**config.mk**
```make
export PLATFORM = sky130hd
export DESIGN_NAME = pcd_timer_counter
export DESIGN_NICKNAME = d
export VERILOG_FILES = /design/src/hdl/pcd_pkg.sv /design/src/hdl/pcd_in_sync.sv /design/src/hdl/pcd_timer_counter.sv
export SDC_FILE = /design/constraint.sdc
export NUM_CORES = 1
export LEC_CHECK = 0
export BUFFER_PORTS_ARGS = -buffer_cell sky130_fd_sc_hd__clkbuf_2
export CORE_MARGIN = 2
export CORE_UTILIZATION = 55
export CTS_BUF_LIST = sky130_fd_sc_hd__clkbuf_8
export DETAILED_ROUTE_END_ITERATION = 10
export PLACE_DENSITY = 0.79
export REMOVE_ABC_BUFFERS = 1
export SLEW_MARGIN = 30
export SYNTH_ARGS = -nofsm -noshare
export SYNTH_HDL_FRONTEND = slang
export SYNTH_SLANG_ARGS = --single-unit
```
**constraint.sdc**
```tcl
create_clock -name aclk -period 3.3 [get_ports aclk]
set_input_delay 0.165 -clock aclk [delete_from_list [all_inputs] [get_ports aclk]]
set_output_delay 0.165 -clock aclk [all_outputs]
set_load 0.03 [all_outputs]
```
**src/hdl/pcd_pkg.sv**
```systemverilog
/*
 * Shared constants of the pulse counter and delay timer block: register
 * offsets, reset values, input bit positions and time base figures.
 * Assumes a 100 MHz system clock and 32-bit AXI4-Lite register access.
 */
`default_nettype none
package pcd_pkg;
   localparam int          ADDR_W          = 6;
   localparam int          VAL_W           = 16;
   localparam int          NUM_PRESET      = 6;
   localparam int          NUM_IN          = 13;

   // Register byte offsets
   localparam logic [5:0]  OFS_CTRL        = 6'h00;
   localparam logic [5:0]  OFS_PRESET_BASE = 6'h04;
   localparam logic [5:0]  OFS_STATUS      = 6'h1c;
   localparam logic [5:0]  OFS_DN_ACC      = 6'h20;
   localparam logic [5:0]  OFS_UP_ACC      = 6'h24;
   localparam logic [5:0]  OFS_OF_ACC      = 6'h28;

   // Preset slots, in offset order from OFS_PRESET_BASE
   localparam int          PS_DN           = 0;
   localparam int          PS_UP           = 1;
   localparam int          PS_CU           = 2;
   localparam int          PS_OF           = 3;
   localparam int          PS_COF          = 4;
   localparam int          PS_ON           = 5;

   // Control bits: take preset from the external preset input
   localparam int          CTRL_DN_EXT     = 0;
   localparam int          CTRL_UP_EXT     = 1;
   localparam int          CTRL_OF_EXT     = 2;
   localparam int          CTRL_ON_EXT     = 3;
   localparam logic [3:0]  CTRL_RST        = 4'h0;
   localparam logic [15:0] PRESET_RST      = 16'h000a;
   localparam logic [15:0] ACC_MAX         = 16'hffff;

   // Synchronised input positions
   localparam int          IN_DN_EN        = 0;
   localparam int          IN_DN_PULSE     = 1;
   localparam int          IN_DN_RST       = 2;
   localparam int          IN_UP_EN        = 3;
   localparam int          IN_UP_PULSE     = 4;
   localparam int          IN_UP_RST       = 5;
   localparam int          IN_CU_EN        = 6;
   localparam int          IN_CU_PULSE     = 7;
   localparam int          IN_OF_EN        = 8;
   localparam int          IN_OF_IN        = 9;
   localparam int          IN_COF_IN       = 10;
   localparam int          IN_ON_EN        = 11;
   localparam int          IN_ON_IN        = 12;

   // Time base
   localparam int          CLK_PERIOD_NS   = 10;
   localparam int          TICK_PERIOD_MS  = 10;
   localparam int          TICK_CYCLES     = (TICK_PERIOD_MS * 1000000) / CLK_PERIOD_NS;

   localparam logic [1:0]  RESP_OKAY       = 2'h0;
   localparam logic [1:0]  RESP_SLVERR     = 2'h2;
endpackage
`default_nettype wire

```
**src/hdl/pcd_in_sync.sv**
```systemverilog
/*
 * Two-stage synchroniser for a vector of boolean inputs, followed by a
 * third stage used only to find rising and falling edges.
 * Assumes asynchronous inputs and a synchronous active-low reset.
 */
`default_nettype none
module pcd_in_sync #(
   parameter int WIDTH = 1
) (
   // Clock and reset
   input  wire logic             aclk,
   input  wire logic             aresetn,
   // Raw inputs
   input  wire logic [WIDTH-1:0] din,
   // Synchronised level and edges
   output logic      [WIDTH-1:0] level,
   output logic      [WIDTH-1:0] rise,
   output logic      [WIDTH-1:0] fall
);
   logic [WIDTH-1:0] meta_r;
   logic [WIDTH-1:0] sync_r;
   logic [WIDTH-1:0] last_r;

   always_ff @(posedge aclk) begin
      if (!aresetn) begin
         meta_r <= '0;
         sync_r <= '0;
         last_r <= '0;
      end else begin
         meta_r <= din;
         sync_r <= meta_r;
         last_r <= sync_r;
      end
   end

   assign level = sync_r;
   assign rise  = sync_r & ~last_r;
   assign fall  = ~sync_r & last_r;
endmodule
`default_nettype wire

```
**src/hdl/pcd_timer_counter.sv**
```systemverilog
/*
 * Pulse counters (down, up, compact up) and delay timers (off-delay,
 * compact off-delay, on-delay) with presets reachable over AXI4-Lite.
 * Assumes boolean inputs come from pins and are synchronised here, and
 * external preset words come from logic on the same clock.
 */
`default_nettype none
// Contract
// - Every counter holds a settable preset of pulses to count before its output goes true.
// - Counters and full timers take their preset from an integer input when it is selected; the compact up counter has only its register preset.
// - The down counter output is 0 while its accumulator is nonzero and 1 when it is zero.
// - Each rising edge of the down counter pulse input decrements its accumulator by one; the code holds the accumulator at zero instead of going below it.
// - While its reset input is true the down counter reloads its count.
// - Each rising edge of the up counter pulse input increments its visible accumulator; the code holds the accumulator at ACC_MAX instead of wrapping.
// - While its reset input is true the up counter clears its accumulator.
// - The up counter output is true once the count has reached the preset.
// - The compact up counter has enable, pulse and one output, with its count kept inside.
// - After its input falls the off-delay timer holds its output true for preset times 10 ms.
// - If the off-delay input returns true first the output stays true and timing restarts.
// - Each falling edge of the off-delay timer input increments its accumulator by one.
// - The compact off-delay timer has one input, one output and only the internal preset.
// - The on-delay timer delays the output rise after its input rise by preset times 10 ms.
module pcd_timer_counter
   import pcd_pkg::*;
#(
   parameter int TICK_CYC = TICK_CYCLES
) (
   // Clock and reset
   input  wire logic              aclk,
   input  wire logic              aresetn,
   // AXI4-Lite write
   input  wire logic              s_axi_awvalid,
   output logic                   s_axi_awready,
   input  wire logic [ADDR_W-1:0] s_axi_awaddr,
   input  wire logic              s_axi_wvalid,
   output logic                   s_axi_wready,
   input  wire logic [31:0]       s_axi_wdata,
   input  wire logic [3:0]        s_axi_wstrb,
   output logic                   s_axi_bvalid,
   input  wire logic              s_axi_bready,
   output logic      [1:0]        s_axi_bresp,
   // AXI4-Lite read
   input  wire logic              s_axi_arvalid,
   output logic                   s_axi_arready,
   input  wire logic [ADDR_W-1:0] s_axi_araddr,
   output logic                   s_axi_rvalid,
   input  wire logic              s_axi_rready,
   output logic      [31:0]       s_axi_rdata,
   output logic      [1:0]        s_axi_rresp,
   // Down counter
   input  wire logic              dn_enable,
   input  wire logic              dn_pulse,
   input  wire logic              dn_reset,
   input  wire logic [VAL_W-1:0]  dn_preset_input,
   output logic                   dn_enable_output,
   output logic                   dn_out,
   output logic      [VAL_W-1:0]  dn_pulse_accumulator,
   // Up counter
   input  wire logic              up_enable,
   input  wire logic              up_pulse,
   input  wire logic              up_reset,
   input  wire logic [VAL_W-1:0]  up_preset_input,
   output logic                   up_enable_output,
   output logic                   up_out,
   output logic      [VAL_W-1:0]  up_pulse_accumulator,
   // Compact up counter
   input  wire logic              compact_enable_in,
   input  wire logic              compact_pulse_in,
   output logic                   cu_out,
   // Off-delay timer
   input  wire logic              of_enable,
   input  wire logic              of_in,
   input  wire logic [VAL_W-1:0]  of_preset_input,
   output logic                   of_enable_output,
   output logic                   of_out,
   output logic      [VAL_W-1:0]  of_pulse_accumulator,
   // Compact off-delay timer
   input  wire logic              cof_in,
   output logic                   cof_out,
   // On-delay timer
   input  wire logic              on_enable,
   input  wire logic              on_in,
   input  wire logic [VAL_W-1:0]  on_preset_input,
   output logic                   on_enable_output,
   output logic                   on_out
);

   // Input synchronisation
   logic [NUM_IN-1:0] raw_in;
   logic [NUM_IN-1:0] lvl;
   logic [NUM_IN-1:0] rise;
   logic [NUM_IN-1:0] fall;

   assign raw_in = {on_in, on_enable, cof_in, of_in, of_enable, compact_pulse_in,
                    compact_enable_in, up_reset, up_pulse, up_enable, dn_reset,
                    dn_pulse, dn_enable};

   pcd_in_sync #(.WIDTH(NUM_IN)) u_sync (
      .aclk    (aclk),
      .aresetn (aresetn),
      .din     (raw_in),
      .level   (lvl),
      .rise    (rise),
      .fall    (fall)
   );

   // Register file state
   logic [3:0]       ctrl_r;
   logic [VAL_W-1:0] preset_r [NUM_PRESET];
   logic             aw_held_r;
   logic [3:0]       aw_idx_r;
   logic             w_held_r;
   logic [31:0]      wdata_r;
   logic [3:0]       wstrb_r;
   logic             bvalid_r;
   logic [1:0]       bresp_r;
   logic             rvalid_r;
   logic [31:0]      rdata_r;
   logic [1:0]       rresp_r;

   // Function state
   logic [VAL_W-1:0] dn_acc_r;
   logic [VAL_W-1:0] up_acc_r;
   logic [VAL_W-1:0] cu_acc_r;
   logic [VAL_W-1:0] of_acc_r   [2];
   logic [VAL_W-1:0] of_hold_r  [2];
   logic             of_timing_r[2];
   logic             of_out_r   [2];
   logic [VAL_W-1:0] on_cnt_r;
   logic             on_out_r;
   logic [31:0]      tick_cnt_r;
   logic             tick;

   // Effective presets
   wire  [VAL_W-1:0] dn_pv = ctrl_r[CTRL_DN_EXT] ? dn_preset_input : preset_r[PS_DN];
   wire  [VAL_W-1:0] up_pv = ctrl_r[CTRL_UP_EXT] ? up_preset_input : preset_r[PS_UP];
   wire  [VAL_W-1:0] of_pv = ctrl_r[CTRL_OF_EXT] ? of_preset_input : preset_r[PS_OF];
   wire  [VAL_W-1:0] on_pv = ctrl_r[CTRL_ON_EXT] ? on_preset_input : preset_r[PS_ON];
   wire  [VAL_W-1:0] lane_pv  [2];
   wire              lane_en  [2];
   wire              lane_in  [2];
   wire              lane_fall[2];

   assign lane_pv[0]   = of_pv;
   assign lane_pv[1]   = preset_r[PS_COF];
   assign lane_en[0]   = lvl[IN_OF_EN];
   assign lane_en[1]   = 1'b1;
   assign lane_in[0]   = lvl[IN_OF_IN];
   assign lane_in[1]   = lvl[IN_COF_IN];
   assign lane_fall[0] = fall[IN_OF_IN];
   assign lane_fall[1] = fall[IN_COF_IN];

   // Write address and data are taken independently, in either order
   wire [3:0] aw_idx   = s_axi_awaddr[5:2];
   wire [3:0] ar_idx   = s_axi_araddr[5:2];
   wire       aw_hs    = s_axi_awvalid & ~aw_held_r;
   wire       w_hs     = s_axi_wvalid & ~w_held_r;
   wire       do_wr    = aw_held_r & w_held_r & ~bvalid_r;
   wire       ar_hs    = s_axi_arvalid & ~rvalid_r;
   wire       wr_ctrl  = aw_idx_r == OFS_CTRL[5:2];
   wire       wr_pre   = aw_idx_r >= OFS_PRESET_BASE[5:2] &&
                         aw_idx_r < OFS_STATUS[5:2];
   wire [3:0] wr_slot  = aw_idx_r - OFS_PRESET_BASE[5:2];
   wire       wr_ro    = aw_idx_r == OFS_STATUS[5:2] || aw_idx_r == OFS_DN_ACC[5:2] ||
                         aw_idx_r == OFS_UP_ACC[5:2] || aw_idx_r == OFS_OF_ACC[5:2];
   wire       wr_hit   = wr_ctrl | wr_pre | wr_ro;

   wire [31:0] status_word = {20'h0, lvl[IN_ON_EN], lvl[IN_OF_EN], lvl[IN_UP_EN],
                              lvl[IN_DN_EN], 2'h0, on_out, cof_out, of_out, cu_out,
                              up_out, dn_out};
   wire        rd_pre      = ar_idx >= OFS_PRESET_BASE[5:2] && ar_idx < OFS_STATUS[5:2];
   wire [3:0]  rd_slot     = ar_idx - OFS_PRESET_BASE[5:2];
   wire        rd_hit      = rd_pre || ar_idx == OFS_CTRL[5:2] ||
                             ar_idx == OFS_STATUS[5:2] || ar_idx == OFS_DN_ACC[5:2] ||
                             ar_idx == OFS_UP_ACC[5:2] || ar_idx == OFS_OF_ACC[5:2];
   wire [31:0] rd_data     =
      (ar_idx == OFS_CTRL[5:2])   ? {28'h0, ctrl_r} :
      rd_pre                      ? {16'h0, preset_r[rd_slot[2:0]]} :
      (ar_idx == OFS_STATUS[5:2]) ? status_word :
      (ar_idx == OFS_DN_ACC[5:2]) ? {16'h0, dn_acc_r} :
      (ar_idx == OFS_UP_ACC[5:2]) ? {16'h0, up_acc_r} :
      (ar_idx == OFS_OF_ACC[5:2]) ? {of_acc_r[1], of_acc_r[0]} : 32'h0;

   function automatic logic [VAL_W-1:0] merge16(input logic [VAL_W-1:0] old,
                                                input logic [31:0]      data,
                                                input logic [3:0]       strb);
      merge16 = {strb[1] ? data[15:8] : old[15:8], strb[0] ? data[7:0] : old[7:0]};
   endfunction

   // Bus slave
   always_ff @(posedge aclk) begin
      if (!aresetn) begin
         aw_held_r <= 1'b0;
         aw_idx_r  <= 4'h0;
         w_held_r  <= 1'b0;
         wdata_r   <= 32'h0;
         wstrb_r   <= 4'h0;
         bvalid_r  <= 1'b0;
         bresp_r   <= RESP_OKAY;
         rvalid_r  <= 1'b0;
         rdata_r   <= 32'h0;
         rresp_r   <= RESP_OKAY;
      end else begin
         if (aw_hs) begin
            aw_held_r <= 1'b1;
            aw_idx_r  <= aw_idx;
         end else if (do_wr) begin
            aw_held_r <= 1'b0;
         end
         if (w_hs) begin
            w_held_r <= 1'b1;
            wdata_r  <= s_axi_wdata;
            wstrb_r  <= s_axi_wstrb;
         end else if (do_wr) begin
            w_held_r <= 1'b0;
         end
         if (do_wr) begin
            bvalid_r <= 1'b1;
            bresp_r  <= wr_hit ? RESP_OKAY : RESP_SLVERR;
         end else if (s_axi_bready) begin
            bvalid_r <= 1'b0;
         end
         if (ar_hs) begin
            rvalid_r <= 1'b1;
            rdata_r  <= rd_data;
            rresp_r  <= rd_hit ? RESP_OKAY : RESP_SLVERR;
         end else if (s_axi_rready) begin
            rvalid_r <= 1'b0;
         end
      end
   end

   // Configuration registers
   always_ff @(posedge aclk) begin
      if (!aresetn) begin
         ctrl_r <= CTRL_RST;
         for (int i = 0; i < NUM_PRESET; i++) begin
            preset_r[i] <= PRESET_RST;
         end
      end else if (do_wr) begin
         if (wr_ctrl && wstrb_r[0]) begin
            ctrl_r <= wdata_r[3:0];
         end
         if (wr_pre) begin
            preset_r[wr_slot[2:0]] <= merge16(preset_r[wr_slot[2:0]], wdata_r, wstrb_r);
         end
      end
   end

   assign s_axi_awready = ~aw_held_r;
   assign s_axi_wready  = ~w_held_r;
   assign s_axi_bvalid  = bvalid_r;
   assign s_axi_bresp   = bresp_r;
   assign s_axi_arready = ~rvalid_r;
   assign s_axi_rvalid  = rvalid_r;
   assign s_axi_rdata   = rdata_r;
   assign s_axi_rresp   = rresp_r;

   // 10 ms time base
   always_ff @(posedge aclk) begin
      if (!aresetn || tick) begin
         tick_cnt_r <= 32'h0;
      end else begin
         tick_cnt_r <= tick_cnt_r + 32'h1;
      end
   end
   assign tick = tick_cnt_r == 32'(TICK_CYC - 1);

   // Counters
   always_ff @(posedge aclk) begin
      if (!aresetn) begin
         dn_acc_r <= PRESET_RST;
         up_acc_r <= 16'h0;
         cu_acc_r <= 16'h0;
      end else begin
         if (lvl[IN_DN_RST]) begin
            dn_acc_r <= dn_pv;
         end else if (lvl[IN_DN_EN] && rise[IN_DN_PULSE] && dn_acc_r != 16'h0) begin
            dn_acc_r <= dn_acc_r - 16'h1;
         end
         if (lvl[IN_UP_RST]) begin
            up_acc_r <= 16'h0;
         end else if (lvl[IN_UP_EN] && rise[IN_UP_PULSE] && up_acc_r != ACC_MAX) begin
            up_acc_r <= up_acc_r + 16'h1;
         end
         if (lvl[IN_CU_EN] && rise[IN_CU_PULSE] && cu_acc_r != ACC_MAX) begin
            cu_acc_r <= cu_acc_r + 16'h1;
         end
      end
   end

   assign dn_out = dn_acc_r == 16'h0;
   assign up_out = up_acc_r >= up_pv;
   assign cu_out = cu_acc_r >= preset_r[PS_CU];

   // Off-delay lanes: 0 full timer, 1 compact timer
   always_ff @(posedge aclk) begin
      if (!aresetn) begin
         for (int i = 0; i < 2; i++) begin
            of_acc_r[i]    <= 16'h0;
            of_hold_r[i]   <= 16'h0;
            of_timing_r[i] <= 1'b0;
            of_out_r[i]    <= 1'b0;
         end
      end else begin
         for (int i = 0; i < 2; i++) begin
            if (lane_en[i]) begin
               if (lane_in[i]) begin
                  of_out_r[i]    <= 1'b1;
                  of_timing_r[i] <= 1'b0;
                  of_hold_r[i]   <= 16'h0;
               end else if (lane_fall[i]) begin
                  of_acc_r[i]    <= of_acc_r[i] + 16'h1;
                  of_hold_r[i]   <= 16'h0;
                  of_timing_r[i] <= lane_pv[i] != 16'h0;
                  of_out_r[i]    <= lane_pv[i] != 16'h0;
               end else if (of_timing_r[i] && tick) begin
                  of_hold_r[i] <= of_hold_r[i] + 16'h1;
                  if (of_hold_r[i] + 16'h1 >= lane_pv[i]) begin
                     of_out_r[i]    <= 1'b0;
                     of_timing_r[i] <= 1'b0;
                  end
               end
            end
         end
      end
   end

   assign of_out               = of_out_r[0];
   assign cof_out              = of_out_r[1];
   assign of_pulse_accumulator = of_acc_r[0];

   // On-delay timer
   always_ff @(posedge aclk) begin
      if (!aresetn) begin
         on_cnt_r <= 16'h0;
         on_out_r <= 1'b0;
      end else if (lvl[IN_ON_EN]) begin
         if (!lvl[IN_ON_IN]) begin
            on_cnt_r <= 16'h0;
            on_out_r <= 1'b0;
         end else if (!on_out_r && on_pv == 16'h0) begin
            on_out_r <= 1'b1;
         end else if (!on_out_r && tick) begin
            on_cnt_r <= on_cnt_r + 16'h1;
            on_out_r <= on_cnt_r + 16'h1 >= on_pv;
         end
      end
   end

   assign on_out               = on_out_r;
   assign dn_pulse_accumulator = dn_acc_r;
   assign up_pulse_accumulator = up_acc_r;
   assign dn_enable_output     = lvl[IN_DN_EN];
   assign up_enable_output     = lvl[IN_UP_EN];
   assign of_enable_output     = lvl[IN_OF_EN];
   assign on_enable_output     = lvl[IN_ON_EN];
endmodule
`default_nettype wire

```
==> results of run 1 <==
[metrics by stage]
step / utilization, % / std cells
final: 64.6 / 2789
after global routing: 64.6 / 2789
after CTS: 64.6 / 2789
after detailed placement: 59.5 / 2612
after global placement: 59.5 / 2612
after floorplan: - / 1905
[layout by cell type (no fill, tap or decap), drive strengths merged, types with 8 or more instances in the layout]
master | synthesis | layout
xor2 | 75 | 75
nor2b | 45 | 45
nand3 | 71 | 71
a21oi | 80 | 80
a211oi | 9 | 9
mux4 | 32 | 32
o22ai | 19 | 19
nor3 | 34 | 34
nor4 | 23 | 23
o211ai | 8 | 8
xnor2 | 64 | 64
ha | 97 | 97
a22oi | 19 | 19
nand4 | 35 | 35
or2 | 9 | 9
nor2 | 270 | 270
o21ai | 42 | 42
inv | 75 | 108
a221oi | 15 | 15
dlygate4sd3 | 0 | 53
nand2b | 16 | 16
nand3b | 12 | 12
edfxtp | 196 | 196
and3 | 26 | 26
a22o | 10 | 10
clkinv | 0 | 10
and2 | 39 | 39
mux2i | 87 | 87
clkbuf | 65 | 283
nand2 | 185 | 185
buf | 33 | 34
o21a | 15 | 15
dfxtp | 192 | 192
or4 | 10 | 10
or3 | 17 | 17
[where the power goes]
part	switching, W	internal, W	total, W
Combinational	0.000576	0.000384	0.000960
Clock	0.00199	0.00224	0.00423
Sequential	0.000141	0.00519	0.00533
Total	0.00271	0.00781	0.0105
[repair_timing]
action	in CTS	in global routing
setup endpoints to repair	1	4
resized for setup	1	4
hold buffers	53	0
setup buffers	0	0
endpoints found under the hold margin	52	0
pin swaps	0	0
[worst max-delay path, stage by stage (launching register included)]
cell and delay, ns:
dfxtp_2 0.53, buf_4 0.24, mux2i_1 0.08, ha_1 0.34, nand4_1 0.12, and3_1 0.20, o21ai_0 0.09, a31oi_1 0.10
o21ai_0 0.47, clkbuf_2 0.31
[final cells by class]
cell class | instances | area (µm²) | area share (%)
clock inverter | 46 | 223 | 0.946
inverter | 75 | 283 | 1.20
tap | 468 | 586 | 2.49
timing repair buffer | 292 | 1820 | 7.75
sequential | 388 | 9730 | 41.3
multi-input combinational | 1442 | 9820 | 41.7
clock buffer | 78 | 1070 | 4.56
[logic make-up after synthesis]
logic type                 after synthesis  synth area share (%)
DFF                                    388                  48.1
adders and majority gates               97                  6.00
and+or+nand+nor                        820                  19.6
other                                    1                0.0185
xor gates and xnor gates               139                  6.02
muxes                                  123                  8.09
buffers and inverters                  173                  3.59
AOI/OAI and AO/OA                      261                  8.59
[Yosys cell counts, drive strengths merged, types with 12 or more instances]
cell | n | area [µm²]
a21oi | 80 | 400
a221oi | 15 | 131
a22oi | 19 | 143
and2 | 39 | 244
and3 | 26 | 163
buf | 33 | 200
clkbuf | 65 | 244
dfxtp | 192 | 3840
edfxtp | 196 | 5890
ha | 97 | 1210
inv | 75 | 282
mux2i | 87 | 871
mux4 | 32 | 721
nand2 | 185 | 694
nand2b | 16 | 100
nand3 | 71 | 355
nand3b | 12 | 90.1
nand4 | 35 | 219
nor2 | 270 | 1010
nor2b | 45 | 282
nor3 | 34 | 181
nor4 | 23 | 144
o21a | 15 | 113
o21ai | 42 | 210
o22ai | 19 | 119
or3 | 17 | 111
xnor2 | 64 | 561
xor2 | 75 | 657
[final timing paths]
kind / from / endpoint / slack [ns] / cells after the start
max: ctrl_r[1] / up_out / 0.04 / 9
min reg2reg: u_sync.meta_r[6] / u_sync.level[6] / 0.43 / 1
min: dn_preset_input[4] / dn_pulse_accumulator[4] / 0.03 / 4
max reg2reg: of_hold_r[1][6] / of_timing_r[1] / 0.17 / 12
[layer usage]
layer  share of wire [%]  global-route usage, %  up-vias
li1                    -                      -     7697
met1                  40                   39.0     8003
met2                  46                   48.5      852
met3                  10                   6.02      137
met4                 3.6                   11.4        0
met5                   0                      0        -
[registers in the layout (all words and copies together) (netlist names), 32 cells and up]
name,count
tick_cnt_r,32
of_acc_r,32
s_axi_rdata,32
preset_r,128
of_hold_r,32
==> results.cfg, run 1 <==
[clock_network]
tritoncts = yes
clock_sinks = 388
insertion_delay_ns = 0.62
clockRootBuffer = clkbuf_8
numCtsBuffers = 68
cts_max_level = 3
cts.clk_slew.worst_paths_ns = 0.06
cts.path.max_buffers = 3

[synth]
synth-edff-count = 196
synthFlopType = edfxtp_1
avgSynthCellArea_um2 = 10.1
syn_area_um2 = 20200
ys_ff_latch = 388
synth.distinct_cells = 69
syn_inst = 2002
yosys_warnings = 0
ys_async_sr_fraction_pct = 0
ys_seq_area_share_pct = 48.1

[detailed_routing]
finalWirelength_um = 57100
antenna_left = 0
wl_per_cell_um = 20.5
vias_per_cell = 5.98
via_count = 16689
drt-initial-drc-count = 1495
dr.pass1.iters = 5
route.detailed.drc = 0

[finish]
drive_gt1_share_pct = 16.6
diodes = 0
n_fill_cell = 2820
final_nets = 2496
final_cell_area_um2 = 23500
area_growth_pct = 16.3

[worst_setup_path]
required_ns = 3.13
critPathMaxFanout = 9
worst_setup_path_start_kind = flop
critPathArrivalTime_ns = 3.09
cp-end-kind = primary output
critical_path_class = flop to primary output

[placed_design]
placed_area_um2 = 21700
gp_congestion = 0.964
post-dp-hpwl_um = 42000
io_buffers = 206
dpl_worst_slack_ns = 0.128

[global_route]
grt_overflow_total = 0
grt_pass1_vias = 16067
grt_antenna_before_repair = 0
grt_max_degree = 59
track_usage_pct = 29.6
grt_pass1_wl_um = 88000

[timing]
min_period_ns = 3.26
fmax_mhz = 307
finalSetupTns_ns = 0
finalHoldViolations = 0
slew_headroom_pct = 33.2
whs_ns = 0.0277
layout_setup_ws_ns = 0.0415
finalSetupViolCount = 0
max_slew.worst_pin.slew_ns = 0.993
drv_slew = 0
final_min_period_over_clock_period_pct = 98.7
final.setup_skew_ns = 0.0198

[power_and_ir_drop]
ir_worst_vdd_mv = 0.286
fin_total_pwr_w = 0.0105
p_leak_nw = 9.40
p_per_area_nw_per_um2 = 447

[min_path]
hp-class = primary input to flop

[floorplanning]
die_w_um = 196
core_um2 = 36400
initial_core_util_pct = 55.5
rows = 70
fp.dieArea_um2 = 38300
ios = 231
die_height_um = 196

[flow_run]
maxCapViolCount = 0

[outcome]
status = finished clean
Power figures use the tool's default switching activity.
==> run 2: changes to the inputs <==
--- a/config.mk
+++ b/config.mk
@@ -5,7 +5,7 @@
 export SDC_FILE = /design/constraint.sdc
 export NUM_CORES = 1
 export LEC_CHECK = 0
-export BUFFER_PORTS_ARGS = -buffer_cell sky130_fd_sc_hd__clkbuf_2
+export BUFFER_PORTS_ARGS = -buffer_cell sky130_fd_sc_hd__buf_2
 export CORE_MARGIN = 2
 export CORE_UTILIZATION = 55
 export CTS_BUF_LIST = sky130_fd_sc_hd__clkbuf_8
==> run 2 against run 1 <==
  * Power rose by 0.65%
  * Sequential power barely moved
  * Clock power rose by 1%
  * Clock-buffer cell count fell by 2
  * First-iteration DRC count fell by 9.2%
  * Utilization rose by 0.069 points
  * Critical path depth rose by 4
  * Critical path type is now flop to flop
  * Largest power group unchanged
  * Highest routed layer is now met5
==> results.cfg, run 2 (synthesis results as in run 1) <==
[worst_setup_path]
worstPathCellList = nand3_1 -> nor2_1 -> nand4_1 -> nor3_1 -> xor2_1 -> ha_1 -> a21oi_1 -> o21ai_0 -> a21oi_1 -> o21ai_0 -> buf_4 -> nor3b_1 -> o221a_2
critPathMaxFanout = 5
critPathSlowestCell = edfxtp_1
cp-end-kind = flop
cpPeakStageDelay_ns = 0.40
critPathArrivalTime_ns = 3.44
required_ns = 3.67
worst_setup_path_start_kind = flop
critical_path_class = flop to flop

[global_route]
track_usage_pct = 29.4
grt_antenna_before_repair = 1
grt_pass1_vias = 16083
grt_pass1_wl_um = 87500
grt_overflow_total = 0
grt_max_degree = 54

[timing]
max_slew.worst_pin.slew_ns = 0.871
finalSetupTns_ns = 0
slew_headroom_pct = 41.5
finalHoldViolations = 0
layout_setup_ws_ns = 0.230
rsz0062_at_grt = false
fmax_mhz = 326
finalSetupViolCount = 0
whs_ns = 0.0227
final.setup_skew_ns = 0.0430
drv_slew = 0
min_period_ns = 3.07
final_min_period_over_clock_period_pct = 93.0

[finish]
drive_gt1_share_pct = 16.9
area_growth_pct = 16.5
final_common_cell = nor2_1
top_register = preset_r
final_nets = 2496
largest_reg_flops = 128
diodes = 0
mostFrequentLayoutCells = nor2_1, buf_2, edfxtp_1
final_core_util_pct = 64.7

[placed_design]
io_buffers = 206
dpl_worst_slack_ns = 0.193
post-dp-hpwl_um = 41800
gp_congestion = 0.957

[floorplanning]
rows = 70
initial_core_util_pct = 55.5
ios = 231
fp.dieArea_um2 = 38300
die_height_um = 196
core_um2 = 36400
die_w_um = 196

[power_and_ir_drop]
p_comb_share_pct = 9.1
p_switching_w = 0.00279
switching_share_pct = 26.4
ir_worst_vdd_mv = 0.306
p_leak_nw = 9.43
p_per_area_nw_per_um2 = 449
intPower_w = 0.00780
clock_power_share_pct = 40.5
power_frac_seq_pct = 50.4

[detailed_routing]
dr.pass1.iters = 5
drt-initial-drc-count = 1358
vias_per_cell = 6.00
route.detailed.drc = 0
via_count = 16751
antenna_left = 0
wl_per_cell_um = 20.5
finalWirelength_um = 57300

[clock_network]
insertion_delay_ns = 0.63
cts_max_level = 3
clockRootBuffer = clkbuf_8
cts.clk_slew.worst_paths_ns = 0.06
tritoncts = yes
cts.path.max_buffers = 3
clock_sinks = 388
numCtsBuffers = 68

[flow_run]
maxCapViolCount = 0

[outcome]
status = finished clean

[min_path]
hp-class = primary input to flop
-- run 2: cell types whose count changed in the layout (fill, tap and decap cells not counted), sizes merged --
cell    previous run  this run
buf               34       239
clkbuf           283        76
clkinv            10        19
inv              108       103
-- run 2: final timing paths --
kind	from	to	slack, ns	cells past startpoint
max	of_hold_r[0][2]	of_out_r[1]	0.23	13
min	dn_preset_input[5]	dn_pulse_accumulator[5]	0.02	4
max reg2reg	of_hold_r[0][2]	of_out_r[1]	0.23	13
min reg2reg	u_sync.meta_r[6]	u_sync.level[6]	0.42	1
-- run 2: what timing repair did --
item / CTS / global route
hold buffers: 53 / 0
gates resized for setup: 1 / 5
buffers inserted: 0 / 0
endpoints found under the hold margin: 51 / 0
setup endpoints to repair: 1 / 5
-- run 2: area by class of cell --
type / count / area [µm²]
inverter: 75 / 283
clock inverter: 50 / 268
sequential: 388 / 9730
tap: 468 / 586
multi-input combinational: 1442 / 9830
clock buffer: 76 / 1050
fill: 2880 / 12900
timing repair buffer: 292 / 1820
-- run 2: worst max-delay path: cells and delay by family, from the launching register on --
family / cells / cell delay [ns]
and+or+nand+nor: 5 / 0.97
AOI/OAI and AO/OA: 5 / 0.76
xor gates and xnor gates: 1 / 0.24
buffers and inverters: 1 / 0.17
DFF: 1 / 0.40
adders and majority gates: 1 / 0.28
-- run 2: power groups by stage --
stage          logic (W)  registers (W)  clock network, W
2_1_floorplan   0.000483        0.00544                 0
3_3_place_gp    0.000872        0.00542                 0
3_5_place_dp    0.000896        0.00543                 0
4_1_cts         0.000952        0.00533           0.00435
5_1_grt          0.00104        0.00534           0.00456
6_report        0.000964        0.00533           0.00429
-- run 2: layer usage --
layer	track usage (%)	share of wire [%]
met4	13.1	4.3
met1	37.8	40
met3	6.74	9.9
met2	47.8	46
met5	0	0.023
-- run 2: through the flow --
stage	area (µm²)	power, W	std cells
5_1_grt	23600	0.0109	2791
2_1_floorplan	19800	0.00593	1905
4_1_cts	23500	0.0106	2791
6_report	23600	0.0106	2791
3_3_place_gp	21700	0.00629	2612
3_5_place_dp	21700	0.00632	2612
